[config.mk]
export PLATFORM = sky130hd
export DESIGN_NAME = cserr_regs
export DESIGN_NICKNAME = d
export VERILOG_FILES = /design/src/hdl/cserr_pkg.sv /design/src/hdl/cserr_regs.sv
export SDC_FILE = /design/constraint.sdc
export NUM_CORES = 1
export LEC_CHECK = 0
export BUFFER_PORTS_ARGS = -buffer_cell sky130_fd_sc_hd__buf_4
export CAP_MARGIN = 20
export CORE_MARGIN = 2
export CORE_UTILIZATION = 30
export CTS_CLUSTER_DIAMETER = 40
export DETAILED_ROUTE_END_ITERATION = 16
export PLACE_DENSITY = 0.56
export SLEW_MARGIN = 20
export SYNTH_ARGS = -nofsm -noshare
export SYNTH_HDL_FRONTEND = slang
export SYNTH_SLANG_ARGS = --single-unit
export TNS_END_PERCENT = 100
[constraint.sdc]
create_clock -name CORE_CLK_I -period 4.02 [get_ports CORE_CLK_I]
set_input_delay 0 -clock CORE_CLK_I [delete_from_list [all_inputs] [get_ports CORE_CLK_I]]
set_output_delay 0 -clock CORE_CLK_I [all_outputs]
set_load 0.02 [all_outputs]
[src/hdl/cserr_pkg.sv]
package cserr_pkg;

   // ==========================================================================
   // bus geometry
   localparam int ADDR_W = 14;
   localparam int DATA_W = 32;
   localparam int PORTS = 4;
   localparam int MAP_W = 12;

   // ==========================================================================
   // register indices; byte address is four times the index
   localparam logic [11:0] IDX_UTP_STATUS = 12'h01c;
   localparam logic [11:0] IDX_MAP_ERR = 12'h01e;
   localparam logic [11:0] IDX_THR_EN = 12'h020;
   localparam logic [11:0] IDX_GLOBAL_STATUS = 12'h010;
   localparam logic [11:0] IDX_IRQ_MASK = 12'h011;

   // ==========================================================================
   // field positions
   localparam int UTP_RUN_LSB = 8;
   localparam int UTP_FAULT_LSB = 0;
   localparam int CAUSE_INVALID_BIT = 15;
   localparam int CAUSE_EMPTY_BIT = 14;
   localparam int CAUSE_REWRITE_BIT = 13;
   localparam int MAP_LSB = 0;
   localparam int GS_UTOPIA_BIT = 0;
   localparam int GS_MCAST_BIT = 1;

   // ==========================================================================
   // reset values and write masks
   localparam logic [3:0] RST_PORT = 4'h0;
   localparam logic [2:0] RST_CAUSE = 3'h0;
   localparam logic [11:0] RST_MAP = 12'h000;
   localparam logic [31:0] RST_THR_EN = 32'h0000_0000;
   localparam logic [31:0] THR_EN_WMASK = 32'hfe8b_5fdf;
   localparam logic [1:0] RST_GSTAT = 2'h0;
   localparam logic [1:0] RST_IMASK = 2'h0;
   localparam logic [1:0] RESP_OKAY = 2'h0;
   localparam logic [1:0] RESP_SLVERR = 2'h2;

   // byte address of a register index
   function automatic logic [ADDR_W-1:0] byte_addr(input logic [11:0] idx);
      byte_addr = {idx, 2'b00};
   endfunction : byte_addr

   // ==========================================================================
   // whole state of the block
   typedef struct packed {
      logic [3:0] run_sync1;
      logic [3:0] run_sync2;
      logic [3:0] run_sync3;
      logic [3:0] run_live;
      logic [3:0] port_fault;
      logic drop_inhibit;
      logic [1:0] gstat;
      logic [1:0] imask;
      logic irq;
      logic [2:0] mc_cause;
      logic [11:0] mc_map;
      logic [31:0] thr_en;
      logic awready;
      logic wready;
      logic aw_held;
      logic [ADDR_W-1:0] aw_addr;
      logic w_held;
      logic [31:0] w_data;
      logic [3:0] w_strb;
      logic bvalid;
      logic [1:0] bresp;
      logic arready;
      logic rvalid;
      logic [31:0] rdata;
      logic [1:0] rresp;
   } cserr_state_s;

endpackage : cserr_pkg

[src/hdl/cserr_regs.sv]
`timescale 1ns/1ps
module cserr_regs (
   // clock and reset
   input wire logic CORE_CLK_I,
   input wire logic RESET_I,
   // axi4-lite write address
   input wire logic S_AXI_AWVALID_I,
   output logic S_AXI_AWREADY_O,
   input wire logic [cserr_pkg::ADDR_W-1:0] S_AXI_AWADDR_I,
   input wire logic [2:0] S_AXI_AWPROT_I,
   // axi4-lite write data
   input wire logic S_AXI_WVALID_I,
   output logic S_AXI_WREADY_O,
   input wire logic [31:0] S_AXI_WDATA_I,
   input wire logic [3:0] S_AXI_WSTRB_I,
   // axi4-lite write response
   output logic S_AXI_BVALID_O,
   input wire logic S_AXI_BREADY_I,
   output logic [1:0] S_AXI_BRESP_O,
   // axi4-lite read address
   input wire logic S_AXI_ARVALID_I,
   output logic S_AXI_ARREADY_O,
   input wire logic [cserr_pkg::ADDR_W-1:0] S_AXI_ARADDR_I,
   input wire logic [2:0] S_AXI_ARPROT_I,
   // axi4-lite read data
   output logic S_AXI_RVALID_O,
   input wire logic S_AXI_RREADY_I,
   output logic [31:0] S_AXI_RDATA_O,
   output logic [1:0] S_AXI_RRESP_O,
   // utopia port state, from the utopia clock domain
   input wire logic [3:0] PORT_RUNNING_I,
   // fifo crossing faults, system clock pulses, one bit per port
   input wire logic [3:0] FIFO_OVERRUN_I,
   input wire logic [3:0] FIFO_UNDERRUN_I,
   // multicast map error event, system clock pulse
   input wire logic MC_ERR_I,
   input wire logic MC_INVALID_TARGET_I,
   input wire logic MC_EMPTY_MAP_I,
   input wire logic MC_MAP_REWRITTEN_I,
   input wire logic [11:0] MC_BITMAP_I,
   // outputs to the rest of the switch
   output logic [31:0] THRESH_COUNT_ENABLE_O,
   output logic DROP_COUNT_INHIBIT_O,
   output logic IRQ_O
);

   // ==========================================================================
   // state
   cserr_pkg::cserr_state_s q;
   cserr_pkg::cserr_state_s next_q;
   logic [3:0] fifo_fault;
   logic wr_fire;
   logic [11:0] wr_idx;
   logic [11:0] rd_idx;
   logic [31:0] rd_word;
   logic rd_hit;
   logic wr_hit;

   // byte-lane merge for writable registers
   function automatic logic [31:0] merge_bytes(input logic [31:0] old_v, input logic [31:0] new_v,
                                               input logic [3:0] strb);
      logic [31:0] res;
      res = old_v;
      for (int i = 0; i < 4; i++) begin
         if (strb[i]) begin
            res[8*i +: 8] = new_v[8*i +: 8];
         end
      end
      merge_bytes = res;
   endfunction : merge_bytes

   // ==========================================================================
   // next state
   always_comb begin
      next_q = q;
      // three-stage sampler; only stages two and three are compared
      next_q.run_sync1 = PORT_RUNNING_I;
      next_q.run_sync2 = q.run_sync1;
      next_q.run_sync3 = q.run_sync2;
      for (int p = 0; p < 4; p++) begin
         if (q.run_sync2[p] == q.run_sync3[p]) begin
            next_q.run_live[p] = q.run_sync3[p];
         end
      end

      // fifo crossing faults, sticky per port until reset
      fifo_fault = FIFO_OVERRUN_I | FIFO_UNDERRUN_I;
      next_q.port_fault = q.port_fault | fifo_fault;
      // tells the discard counters to skip this drop
      next_q.drop_inhibit = |fifo_fault;

      // write channel: address and data taken in either order
      if (S_AXI_AWVALID_I && q.awready) begin
         next_q.aw_held = 1'b1;
         next_q.aw_addr = S_AXI_AWADDR_I;
         next_q.awready = 1'b0;
      end
      if (S_AXI_WVALID_I && q.wready) begin
         next_q.w_held = 1'b1;
         next_q.w_data = S_AXI_WDATA_I;
         next_q.w_strb = S_AXI_WSTRB_I;
         next_q.wready = 1'b0;
      end
      wr_fire = q.aw_held && q.w_held && !q.bvalid;
      wr_idx = q.aw_addr[cserr_pkg::ADDR_W-1:2];
      wr_hit = q.aw_addr[1:0] == 2'b00 &&
               (wr_idx == cserr_pkg::IDX_UTP_STATUS || wr_idx == cserr_pkg::IDX_MAP_ERR ||
                wr_idx == cserr_pkg::IDX_THR_EN || wr_idx == cserr_pkg::IDX_GLOBAL_STATUS ||
                wr_idx == cserr_pkg::IDX_IRQ_MASK);

      // global status: software clear first, hardware set after so set wins
      if (wr_fire && wr_idx == cserr_pkg::IDX_GLOBAL_STATUS && q.w_strb[0]) begin
         next_q.gstat = q.gstat & ~q.w_data[1:0];
      end
      if (|fifo_fault) begin
         next_q.gstat[cserr_pkg::GS_UTOPIA_BIT] = 1'b1;
      end

      // multicast capture armed while the global bit is clear or being cleared
      if (MC_ERR_I) begin
         if (!next_q.gstat[cserr_pkg::GS_MCAST_BIT]) begin
            next_q.mc_cause = {MC_INVALID_TARGET_I, MC_EMPTY_MAP_I, MC_MAP_REWRITTEN_I};
            next_q.mc_map = MC_BITMAP_I;
         end
         next_q.gstat[cserr_pkg::GS_MCAST_BIT] = 1'b1;
      end

      // writable control registers; read-only ones ignore writes
      if (wr_fire && wr_idx == cserr_pkg::IDX_IRQ_MASK) begin
         next_q.imask = 2'(merge_bytes({30'h0, q.imask}, q.w_data, q.w_strb));
      end
      if (wr_fire && wr_idx == cserr_pkg::IDX_THR_EN) begin
         next_q.thr_en = merge_bytes(q.thr_en, q.w_data, q.w_strb) & cserr_pkg::THR_EN_WMASK;
      end

      // write response follows both halves
      if (wr_fire) begin
         next_q.bvalid = 1'b1;
         next_q.bresp = wr_hit ? cserr_pkg::RESP_OKAY : cserr_pkg::RESP_SLVERR;
         next_q.aw_held = 1'b0;
         next_q.w_held = 1'b0;
      end
      if (q.bvalid && S_AXI_BREADY_I) begin
         next_q.bvalid = 1'b0;
         next_q.awready = 1'b1;
         next_q.wready = 1'b1;
      end

      // read channel: one read at a time, answered the cycle after acceptance
      rd_idx = S_AXI_ARADDR_I[cserr_pkg::ADDR_W-1:2];
      rd_hit = 1'b1;
      rd_word = 32'h0000_0000;
      case (rd_idx)
         cserr_pkg::IDX_UTP_STATUS: begin
            rd_word[cserr_pkg::UTP_RUN_LSB +: 4] = q.run_live;
            rd_word[cserr_pkg::UTP_FAULT_LSB +: 4] = q.port_fault;
         end
         cserr_pkg::IDX_MAP_ERR: begin
            rd_word[cserr_pkg::CAUSE_INVALID_BIT] = q.mc_cause[2];
            rd_word[cserr_pkg::CAUSE_EMPTY_BIT] = q.mc_cause[1];
            rd_word[cserr_pkg::CAUSE_REWRITE_BIT] = q.mc_cause[0];
            rd_word[cserr_pkg::MAP_LSB +: 12] = q.mc_map;
         end
         cserr_pkg::IDX_THR_EN: begin
            rd_word = q.thr_en;
         end
         cserr_pkg::IDX_GLOBAL_STATUS: begin
            rd_word[1:0] = q.gstat;
         end
         cserr_pkg::IDX_IRQ_MASK: begin
            rd_word[1:0] = q.imask;
         end
         default: begin
            rd_hit = 1'b0;
         end
      endcase
      if (S_AXI_ARADDR_I[1:0] != 2'b00) begin
         rd_hit = 1'b0;
         rd_word = 32'h0000_0000;
      end
      if (S_AXI_ARVALID_I && q.arready) begin
         next_q.arready = 1'b0;
         next_q.rvalid = 1'b1;
         next_q.rdata = rd_word;
         next_q.rresp = rd_hit ? cserr_pkg::RESP_OKAY : cserr_pkg::RESP_SLVERR;
      end
      if (q.rvalid && S_AXI_RREADY_I) begin
         next_q.rvalid = 1'b0;
         next_q.arready = 1'b1;
      end

      // level interrupt from registered status and mask
      next_q.irq = |(next_q.gstat & next_q.imask);
   end

   // ==========================================================================
   // state register; reset loads constants only
   always_ff @(posedge CORE_CLK_I or posedge RESET_I) begin
      if (RESET_I) begin
         q <= '0;
         q.run_live <= cserr_pkg::RST_PORT;
         q.port_fault <= cserr_pkg::RST_PORT;
         q.gstat <= cserr_pkg::RST_GSTAT;
         q.imask <= cserr_pkg::RST_IMASK;
         q.mc_cause <= cserr_pkg::RST_CAUSE;
         q.mc_map <= cserr_pkg::RST_MAP;
         q.thr_en <= cserr_pkg::RST_THR_EN;
         q.awready <= 1'b1;
         q.wready <= 1'b1;
         q.arready <= 1'b1;
      end else begin
         q <= next_q;
      end
   end

   // ==========================================================================
   // outputs straight from the state register
   assign S_AXI_AWREADY_O = q.awready;
   assign S_AXI_WREADY_O = q.wready;
   assign S_AXI_BVALID_O = q.bvalid;
   assign S_AXI_BRESP_O = q.bresp;
   assign S_AXI_ARREADY_O = q.arready;
   assign S_AXI_RVALID_O = q.rvalid;
   assign S_AXI_RDATA_O = q.rdata;
   assign S_AXI_RRESP_O = q.rresp;
   assign THRESH_COUNT_ENABLE_O = q.thr_en;
   assign DROP_COUNT_INHIBIT_O = q.drop_inhibit;
   assign IRQ_O = q.irq;

endmodule : cserr_regs

# --- Word-level counts from Yosys, hierarchy flattened ---
# Cells that the tools add are included.
# Widths: inputs -> output; s select.
word_totals:
  ff_bits: 158
  out_inout_bits: 75
  input_bits: 105
classes:
  eq_ne: 14
  muxes: 28
  bitwise_logic: 6
  reduce_logical: 33
op_table:
  columns: ["cell", "n"]
  rows:
  - ["$eq 12x5->1 const B", 8]
  - ["$mux 37", 1]
  - ["$mux 36", 1]
  - ["$mux 32", 1]
  - ["$eq 12x6->1 const B", 2]
  - ["$mux 16", 1]
  - ["$mux 15", 1]
  - ["$mux 2", 7]
  - ["$reduce_bool 2->1", 7]
  - ["$logic_and 1x1->1", 12]
  - ["$pmux 4 s3", 1]
  - ["$mux 1", 10]
  - ["$pmux 2 s5", 1]
  - ["$reduce_and 2->1", 5]
  - ["$or 4x4->4", 2]
  - ["$pmux 4 s2", 1]
  - ["$pmux 2 s3", 1]
  - ["$pmux 3 s2", 1]
  - ["$reduce_or 5->1", 1]
  - ["$and 2x2->2", 2]
  - ["$eq 1x1->1", 4]
  - ["$logic_or 1x1->1", 4]
  - ["$reduce_or 4->1", 1]
  - ["$mux 3", 1]
  - ["5 further kinds", 5]

# --- Logic depth before layout (Yosys ltp) ---
# Gate-level depths: netlist (run 1).
logic_depth:
  depth_word: 9
  ltp_mapped: 6

# --- Worst setup path after synthesis (run 1) ---
# No wires, ideal clock.
synth_timing:
  path_kind: "register -> register"
  start: "reg q[85] in the netlist's numbering"
  end: "reg q (netlist bit THRESH_COUNT_ENABLE_O[0])"
  synth_period_minus_slack_ns: 1.873
  setup_ns: 0.128
  t_arrival_ns: 1.746
  stages_incl_launch_ff: 6
  setup_slack_ns: 2.147
  n_path_buf: 0
  cell_sequence: "dfrtp_1 > nor4_1 > nand2_1 > nor4_2 > nand2_1 > mux2_1"
synth_between:
  elab_chain_cells: 3
synth_rtl:
  columns: ["item", "line_no", "text"]
  rows:
  - ["start, declared", "cserr_regs.sv:49", "cserr_pkg::cserr_state_s q;"]
  - ["start signal, assigned", "cserr_regs.sv:212", "q <= next_q;"]
  - ["$eq 12x6->1", "cserr_regs.sv:132", "if (wr_fire && wr_idx == cserr_pkg::IDX_THR_EN) begin"]
  - ["$logic_and 1x1->1", "cserr_regs.sv:132", null]
  - ["$reduce_and 2->1 (no source line)", null, null]
# Every way passes these cells.
# A chain may end at the register's enable or synchronous reset.

# --- Worst setup path in the final report (run 1) ---
layout_timing:
  start: "reg q[85] in the netlist's numbering"
  end: "reg q (netlist bit THRESH_COUNT_ENABLE_O[2])"
# The elaborated chain is that of the path after synthesis.

==> run_results.csv, run 1 <==
group,metric,value,unit
run_status,status,"finished clean",
final_layout,drive_gt1_frac,0.401,
synth,synth.area.top_cells,"dfrtp_1 58%, mux2_2 11%, buf_4 8.5%, mux2_1 4.5%, a22o_1 2.3%",
worst_setup_path,cp_cell_sequence,"nor4_1 -> nand2_1 -> nor4_2 -> nand2_1 -> mux2_1",
final_layout,final_util,0.433,
floorplan,die-area,21200,µm²
final_layout,area_delta_synth_final,41.0,%
hold_path,hp-class,"primary input to register",
clocking,cts_setup_buffers,0,
pwr,vdd_drop_max,287,µV
routing,wl,14800,µm
timing,whs,0.0213,ns
routing,wire_per_inst,16.3,µm
timing,period_needed,2.46,ns
grt,grt_antenna_before_repair,0,
synth,synth_top_area_frac,0.582,
placed_design,place_hpwl,10200,µm
grt,gr-usage-met2,0.247,
final_layout,antenna_cells,0,
synth,synth-seq-cells,143,
synth,synth.avg_cell_area,13.8,µm²
worst_setup_path,cp_data_arrival_time,2.77,ns
worst_setup_path,crit_path_frequent_cell,"nand2_1",
pwr,power.density,499,nW/µm²
timing,fmax,0.406,GHz
worst_setup_path,crit_start,"q[85]$_DFFE_PP0P_",
timing,setup_viol,0,
placed_design,port_buffers,150,
timing,fin_setup_tns,0,ns
worst_setup_path,worst_path_largest_cell_delay,0.57,ns
worst_setup_path,crit_path_end,"THRESH_COUNT_ENABLE_O[2]$_DFFE_PP0P_",
synth,yosys.area.top_type,"dfrtp_1",
timing,setup_ws,1.56,ns
placed_design,place_worst_setup_slack,1.51,ns
timing,period_share,0.612,
routing,ant_nets,0,
floorplan,pin_count,180,
grt,grt.overflow.total,0,
worst_setup_path,crit_path_end_kind,"register",
synth,synth_most_common_cell,"dfrtp_1",
synth,synth-main-ff-cell,"dfrtp_1",
grt,gr-usage-met1,0.175,
clocking,cts_buffers,17,
grt,grt_pass1_wl,23800,µm
synth,synthCells,435,
clocking,clock_tree.buffer_depth,2,
placed_design,gp_congestion,0.748,
worst_setup_path,cp_data_required_time,4.32,ns
floorplan,core,19600,µm²
clocking,htree_levels,4,
synth,ys_top_cells_by_count,"140 x dfrtp_1, 68 x buf_4, 61 x mux2_2, 24 x mux2_1, 16 x a22o_1",
grt,grt_start_max_net_pins,107,
grt,top_usage_layer,"met2",
clocking,clk_latency,0.43,ns
worst_setup_path,startpoint_type,"register",
pwr,p_leak,0.00402,µW
routing,avgViaCountPerCell,4.44,
floorplan,initial_core_util,0.307,
timing,rsz0062_at_grt,"no",
timing,finalClockSkew,0.0104,ns
worst_setup_path,r2r_start,"q[85]$_DFFE_PP0P_",
routing,drtIter0Drc,131,
worst_setup_path,crit_type,"register to register",
synth,yosysUniqueCellTypes,43,
worst_setup_path,timing.rr.end,"THRESH_COUNT_ENABLE_O[2]$_DFFE_PP0P_",
flow_run,drv_cap,0,
clocking,tritoncts,"yes",
routing,drc,0,
hold_path,holdCritStartpoint,"S_AXI_ARADDR_I[2]",
final_layout,final_nets,731,
floorplan,die_h,146,µm
floorplan,core.rowCount,51,
clocking,cts.clk_slew.worst_paths,0.07,ns
worst_setup_path,critPathMaxFanout,7,
timing,max-slew-margin-rel,0.335,
synth,synth-edff-count,0,
clocking,root_buffer,"clkbuf_16",
worst_setup_path,slowest_stage,"nor4_2",
floorplan,die_w,146,µm
timing,worst_pin_slew,0.997,ns
timing,hold_viol,0,
placed_design,dp.cells,788,
grt,grt_use_met3,0.0408,
routing,drtPass1Iterations,6,
synth,synth.cell_area,6020,µm²
final_layout,final_cell_count_no_fill,904,
synth,ys_seq_area_frac,0.595,
routing,vias,4015,
clocking,clock-sinks,143,
worst_setup_path,rrSetupSlack,1.56,ns
synth,async_flop_share,1.00,
grt,grt_pass1_vias,4417,
grt,grt_usage,0.145,
timing,slew_viol_final,0,
synth,yosys_warnings,0,
worst_setup_path,r2r_cells,5,
-- flip-flops by register name, summed over array words and instances, names as in the netlist, 8 cells and up --
signal and count:
q 75, S_AXI_RDATA_O 27, THRESH_COUNT_ENABLE_O 24, next_q 8
-- worst max-delay path: cells and delay by family (launching register included) --
| family | cells | cell delay (ns) |
|---|---|---|
| multiplexers | 1 | 0.42 |
| AND/OR/NAND/NOR | 4 | 1.55 |
| flip-flops | 1 | 0.38 |
-- layer usage --
metal	part of all wire	up-vias
met5	0	-
met4	0.016	0
met3	0.049	18
met2	0.50	118
met1	0.43	2021
li1	-	1858
-- through the flow --
step / power (µW) / area (µm²)
floorplan: 2240 / 6070
finish: 4240 / 8490
CTS: 4290 / 8490
global placement: 2420 / 6990
global route: 4440 / 8490
detailed placement: 2450 / 6990
-- worst min-delay path by stage --
stage	to	slack [ns]	depth (start not counted)
2_1_floorplan	next_q[158]$_DFF_PP0_	0.03	0
3_3_place_gp	next_q[160]$_DFF_PP0_	0.11	1
3_5_place_dp	next_q[159]$_DFF_PP0_	0.11	1
4_1_cts	S_AXI_RDATA_O[1]$_DFFE_PP0P_	0.002	3
5_1_grt	S_AXI_RDATA_O[1]$_DFFE_PP0P_	0.03	3
6_report	S_AXI_RDATA_O[1]$_DFFE_PP0P_	0.02	3
-- logic make-up (layout without fill, tap and decap cells) --
| group | Yosys count | in the layout | synth area share |
|---|---|---|---|
| muxes | 92 | 92 | 0.171 |
| AOI/OAI and AO/OA | 46 | 46 | 0.0598 |
| DFF | 143 | 143 | 0.595 |
| other | 1 | 15 | 0.000623 |
| buffers and inverters | 87 | 277 | 0.0995 |
| adders and majority gates | 4 | 4 | 0.00665 |
| and+or+nand+nor | 62 | 62 | 0.0677 |
-- report_power, final --
part           switching (µW)  internal [µW]  leakage (µW)  total [µW]
sequential                150           1700       0.00181        1850
combinational             259            375       0.00190         634
clock                     630           1120      0.000314        1750
total                    1040           3200       0.00402        4240
-- placed cells by master (no fill, tap or decap), types with 3 or more instances in the layout --
cell type and instances:
nor3_1 3, inv_1 6, or3_1 5, dlygate4sd3_1 84
mux2i_1 7, dfrtp_1 140, a221o_1 10, mux2_1 24
a21oi_1 6, mux2_2 61, dfstp_2 3, bufinv_16 5
a22o_1 16, maj3_1 4, nor2_1 5, buf_4 154
inv_6 3, nand2_1 15, o21ai_0 7, nor4_1 10
nand3_1 4, clkbuf_16 17, and2_1 4, conb_1 15
-- area by class of cell --
class | instances | area (µm²)
Inverter | 7 | 31.3
Sequential cell | 143 | 3580
Clock inverter | 13 | 210
Fill cell | 1800 | 11100
Tap cell | 265 | 332
Timing Repair Buffer | 238 | 2000
Clock buffer | 19 | 443
Multi-Input combinational cell | 219 | 1890
-- repair_timing --
item | 4_1_cts | 5_1_grt
gates resized for setup | 0 | 0
endpoints found under the hold margin | 180 | 0
hold buffers | 84 | 0
No activity file was read; power rests on OpenSTA's default activity.
==> run 2, diff against run 1 <==
Clock period 4.02 ns to 2 ns, I/O delays scaled along.
==> run 2 against run 1 <==
Compared with the run above: sequential share of layout area is 0.78 points lower; non-clock buffer count is 13 higher; clock power is 98% higher; worst setup slack worse by 1.5 ns; die area stayed put; register-to-register slack worse by 1.5 ns; via count is 1.3% higher.
==> run_results.csv, run 2 (synthesis gave the netlist of run 1 again) <==
group,metric,value,unit
grt,grt_antenna_before_repair,0,
timing,period_needed,1.90,ns
final_layout,fillers,1799,
clocking,cts.clk_slew.worst_paths,0.06,ns
worst_setup_path,crit_type,"register to register",
floorplan,initial_core_util,0.307,
final_layout,final_nets,744,
pwr,power.density,990,nW/µm²
final_layout,top_register,"q",
hold_path,hold_depth,3,
placed_design,gp_congestion,0.829,
routing,vias,4066,
grt,grt_pass1_vias,4401,
pwr,p_leak,0.00410,µW
worst_setup_path,r2r_start,"q[85]$_DFFE_PP0P_",
routing,drtPass1Iterations,4,
clocking,tritoncts,"yes",
grt,grt_pass1_wl,24300,µm
floorplan,die_h,146,µm
timing,finalClockSkew,0.00812,ns
timing,max-slew-margin-rel,0.599,
timing,fmax,0.525,GHz
clocking,clock-sinks,143,
final_layout,drive_gt1_frac,0.421,
pwr,vdd_drop_max,567,µV
grt,grt.overflow.total,0,
grt,grt_usage,0.148,
final_layout,area_delta_synth_final,43.6,%
worst_setup_path,cp_data_required_time,2.31,ns
flow_run,drv_cap,0,
worst_setup_path,slowest_stage,"dfrtp_1",
routing,wl,14800,µm
floorplan,die_w,146,µm
clocking,cts_buffers,17,
worst_setup_path,r2r_cells,5,
timing,fin_setup_tns,0,ns
clocking,cts_setup_buffers,0,
timing,slew_viol_final,0,
worst_setup_path,cp_data_arrival_time,2.21,ns
floorplan,pin_count,180,
worst_setup_path,crit_path_end_kind,"register",
routing,drtIter0Drc,138,
routing,drc,0,
floorplan,die-area,21200,µm²
worst_setup_path,startpoint_type,"register",
final_layout,final_util,0.441,
clocking,root_buffer,"clkbuf_16",
worst_setup_path,cp_cell_sequence,"nor4_4 -> nand4_1 -> nor3_2 -> mux2_2 -> a22o_1",
placed_design,place_hpwl,10600,µm
final_layout,layout_common_cells,"164 x buf_4, 140 x dfrtp_1, 84 x dlygate4sd3_1",
final_layout,antenna_cells,0,
timing,worst_pin_slew,0.596,ns
timing,setup_viol,0,
clocking,clk_latency,0.42,ns
routing,avgViaCountPerCell,4.44,
clocking,htree_levels,4,
timing,rsz0062_at_grt,"yes",
grt,grt_start_max_net_pins,79,
hold_path,holdCritStartpoint,"S_AXI_ARADDR_I[2]",
timing,period_share,0.952,
worst_setup_path,worst_path_largest_cell_delay,0.40,ns
worst_setup_path,crit_start,"q[85]$_DFFE_PP0P_",
placed_design,port_buffers,150,
routing,wire_per_inst,16.2,µm
final_layout,largest_reg_flops,75,
final_layout,mostFrequentLayoutCell,"buf_4",
clocking,clock_tree.buffer_depth,2,
hold_path,hp-class,"primary input to register",
run_status,status,"finished clean",
timing,hold_viol,0,
floorplan,core.rowCount,51,
floorplan,core,19600,µm²
worst_setup_path,critPathMaxFanout,3,
routing,ant_nets,0,
==> run 2: cell count changes in the layout (fill, tap and decap cells not counted), sizes merged <==
cell,before,now
buf,154,167
clkbuf,19,20
clkinv,4,3
clkinvlp,2,4
inv,9,6
==> run 2: layer usage <==
| layer | global-route usage | share of wire | up-vias |
|---|---|---|---|
| met5 | 0 | 0 | - |
| li1 | - | - | 1882 |
| met1 | 0.186 | 0.44 | 2048 |
| met3 | 0.0367 | 0.044 | 20 |
| met4 | 0.0652 | 0.021 | 0 |
| met2 | 0.243 | 0.50 | 116 |
==> run 2: cell type report <==
type                            count  area (µm²)  share of cell area
Sequential cell                   143        3580               0.414
Timing Repair Buffer              251        2130               0.247
Multi-Input combinational cell    219        1930               0.223
Clock buffer                       20         457              0.0528
Tap cell                          265         332              0.0384
Clock inverter                     11         188              0.0217
Inverter                            7        30.0             0.00347
==> run 2: path summary, 6_finish.rpt <==
path	endpoint	slack, ns
max in group asynchronous	S_AXI_AWREADY_O$_DFFE_PP1P_	1.33
max	IRQ_O$_DFF_PP0_	0.1
max reg2reg	IRQ_O$_DFF_PP0_	0.1
min in group asynchronous	S_AXI_RDATA_O[8]$_DFFE_PP0P_	0.27
min	S_AXI_RDATA_O[0]$_DFFE_PP0P_	0.03
min reg2reg	next_q[155]$_DFF_PP0_	0.34
==> run 2: power breakdown <==
| group | switching, µW | internal [µW] |
|---|---|---|
| logic | 526 | 801 |
| clock network | 1200 | 2260 |
| registers | 341 | 3420 |
| total | 2070 | 6490 |
==> run 2: stage by stage <==
stage / std cells / setup slack [ns] / hold WS, ns / power (µW) / area [µm²]
final: 916 / 0.0959 / 0.0284 / 8560 / 8650
after global routing: 916 / -0.00159 / 0.0277 / 8990 / 8650
after CTS: 916 / 0.00436 / 0.000995 / 8660 / 8630
after detailed placement: 801 / -0.0894 / 0.111 / 4980 / 7130
after global placement: 801 / -0.0311 / 0.111 / 4920 / 7130
after floorplan: 449 / 0.127 / 0.0314 / 4510 / 6080
==> run 2: timing repair <==
| action | 4_1_cts | 5_1_grt |
|---|---|---|
| cloned | 0 | 0 |
| hold buffers | 84 | 0 |
| endpoints found under the setup margin | 21 | 38 |
| pin swaps | 0 | 0 |
| endpoints found under the hold margin | 216 | 0 |
| resized for setup | 3 | 4 |
==> run 2: worst max-delay path: cells and delay by family (launching register included) <==
family / cells / cell delay, ns
compound gates: 1 / 0.23
flops: 1 / 0.40
simple gates: 3 / 0.79
mux: 1 / 0.38
==> run 3, diff against run 2 <==
Settings changed: ABC_AREA set to 1.
==> run 3 against run 2 <==
Compared with the run above: clock power down 14%; critical path type is now primary input to register; hold slack got worse by 0.010 ns; final area up 1.9%; first-iteration DRC count rose by 94%; count of clock-buffer cells in the layout shrank 2; critical endpoint unchanged; critical path depth increased by 3.
==> run_results.csv, run 3 <==
group,metric,value,unit
clocking,cts_buffers,17,
floorplan,die_h,150,µm
synth,synth-edff-count,0,
synth,synth-main-ff-cell,"dfrtp_1",
floorplan,pin_count,180,
worst_setup_path,crit_family,"buffers and inverters",
pwr,vdd_drop_max,560,µV
flow_run,drv_cap,0,
synth,synth.avg_cell_area,9.08,µm²
timing,rsz0062_at_grt,"no",
floorplan,core,21000,µm²
worst_setup_path,cp_data_required_time,2.32,ns
clocking,root_buffer,"clkbuf_16",
synth,ys_top_cells_by_count,"208 x nand2_1, 140 x dfrtp_1, 70 x buf_4, 65 x nand3_1, 58 x o21ai_0",
placed_design,port_buffers,150,
worst_setup_path,crit_path_frequent_cell,"nand2_1",
worst_setup_path,critPathMaxFanout,2,
floorplan,initial_core_util,0.305,
worst_setup_path,cp_cell_sequence,"dlygate4sd3_1 -> buf_4 -> or2_2 -> dlygate4sd3_1 -> nor4_2 -> nand2_1 -> nand2_1 -> nand2_1",
pwr,power.density,931,nW/µm²
placed_design,place_hpwl,11400,µm
timing,setup_viol,0,
synth,synth_top_area_frac,0.547,
timing,fmax,0.548,GHz
worst_setup_path,worst_path_largest_cell_delay,0.59,ns
routing,wl,16300,µm
grt,grt_start_max_net_pins,78,
synth,yosys_warnings,0,
synth,synth_most_common_cell,"nand2_1",
timing,worst_pin_slew,0.552,ns
placed_design,dp.cells,1067,
clocking,tritoncts,"yes",
final_layout,final-seq-area,3580,µm²
worst_setup_path,slowest_stage,"dlygate4sd3_1",
timing,fin_setup_tns,0,ns
synth,synth-seq-cells,143,
worst_setup_path,crit_path_end_kind,"register",
clocking,htree_levels,4,
grt,grt.overflow.total,0,
routing,vias,5054,
final_layout,area_delta_synth_final,37.4,%
clocking,clock-sinks,143,
final_layout,multi_input_area,2030,µm²
run_status,status,"finished clean",
final_layout,final_cell_count_no_fill,1179,
grt,grt_pass1_vias,4892,
synth,async_flop_share,1.00,
routing,drc,0,
floorplan,die-area,22500,µm²
hold_path,hp-class,"primary input to register",
final_layout,top_register,"q",
grt,grt_antenna_before_repair,0,
worst_setup_path,cp_num_buf_inv,3,
final_layout,largest_reg_flops,75,
final_layout,final_nets,996,
clocking,cts.clk_slew.worst_paths,0.07,ns
routing,wire_per_inst,13.8,µm
timing,period_needed,1.83,ns
synth,yosys.area.top_type,"dfrtp_1",
synth,yosysUniqueCellTypes,31,
timing,finalClockSkew,0.00962,ns
grt,grt_pass1_wl,25700,µm
timing,slew_viol_final,0,
floorplan,core.rowCount,53,
worst_setup_path,cp_data_arrival_time,2.15,ns
final_layout,layout_common_cells,"208 x nand2_1, 160 x buf_4, 140 x dfrtp_1",
final_layout,fillers,2129,
floorplan,die_w,150,µm
routing,ant_nets,0,
grt,grt_usage,0.150,
clocking,clk_latency,0.43,ns
timing,hold_viol,0,
worst_setup_path,startpoint_type,"primary input",
synth,synthCells,706,
timing,period_share,0.913,
synth,ys_seq_area_frac,0.559,
routing,drtIter0Drc,268,
synth,synth.cell_area,6410,µm²
pwr,p_leak,0.00436,µW
placed_design,gp_congestion,0.800,
timing,max-slew-margin-rel,0.631,
routing,avgViaCountPerCell,4.29,
routing,drtPass1Iterations,4,
final_layout,drive_gt1_frac,0.264,
final_layout,mostFrequentLayoutCell,"nand2_1",
worst_setup_path,crit_type,"primary input to register",
final_layout,antenna_cells,0,
synth,synth.area.top_cells,"dfrtp_1 55%, nand2_1 12%, buf_4 8.2%, nand3_1 5.1%, o21ai_0 4.5%",
clocking,clock_tree.buffer_depth,2,
## run 3: final cells by class
type | instances | share of cell area
Sequential cell | 143 | 0.407
Clock buffer | 18 | 0.0487
Timing Repair Buffer | 243 | 0.234
Tap cell | 275 | 0.0391
Inverter | 60 | 0.0260
Multi-Input combinational cell | 426 | 0.231
Clock inverter | 14 | 0.0145
## run 3: kinds of logic after synthesis
family / synth area share
AND/OR/NAND/NOR: 0.215
buffers and inverters: 0.134
other: 0.000585
adder cells (fa/ha/maj): 0.00625
AO/OA/AOI/OAI: 0.0855
flip-flops: 0.559
## run 3: through the flow
stage               setup WS (ns)  total power [µW]  cell area, µm²   util  hold WS [ns]
detailed placement          0.199              5120            7440  0.354         0.112
CTS                        0.0199              8310            8800  0.419        0.0131
finish                      0.175              8200            8810  0.419        0.0181
floorplan                   0.211              4630            6460      -        0.0314
global placement            0.260              5090            7440  0.354         0.111
global route              0.00585              8700            8810  0.419        0.0426
## run 3: timing repair
item | 4_1_cts | 5_1_grt
gates resized for setup | 0 | 1
setup buffers | 0 | 0
hold buffers | 80 | 0
endpoints found under the setup margin | 0 | 1
hold endpoints to repair | 213 | 0
## run 3: path summary, 6_finish.rpt
kind	cells after the start	start	slack, ns	endpoint
min in group asynchronous	4	RESET_I	0.24	DROP_COUNT_INHIBIT_O$_DFF_PP0_
setup / recovery	8	FIFO_OVERRUN_I[3]	0.17	IRQ_O$_DFF_PP0_
setup reg to reg	6	q[89]$_DFFE_PP0P_	0.21	THRESH_COUNT_ENABLE_O[27]$_DFFE_PP0P_
hold reg to reg	0	next_q[159]$_DFF_PP0_	0.35	next_q[155]$_DFF_PP0_
hold / removal	4	S_AXI_ARADDR_I[2]	0.02	S_AXI_RDATA_O[13]$_DFFE_PP0P_
max in group asynchronous	4	RESET_I	1.36	S_AXI_WREADY_O$_DFFE_PP1P_
## run 3: power by group
| part | internal, µW | switching [µW] |
|---|---|---|
| Clock | 1630 | 1360 |
| Combinational | 638 | 934 |
| Sequential | 3410 | 222 |
| Total | 5680 | 2520 |
## run 3: per-layer routing
layer,share of wire,up-vias,GRT usage
met1,0.46,2367,0.201
met4,0.020,0,0.0533
li1,-,2539,-
met5,0,-,0
met2,0.47,128,0.238
met3,0.044,20,0.0342
## run 3: tightest hold or removal path, cell delays in order
cell and delay, ns:
buf_4 0.09, nor3_2 0.06, nand2_1 0.18, o21ai_1 0.08
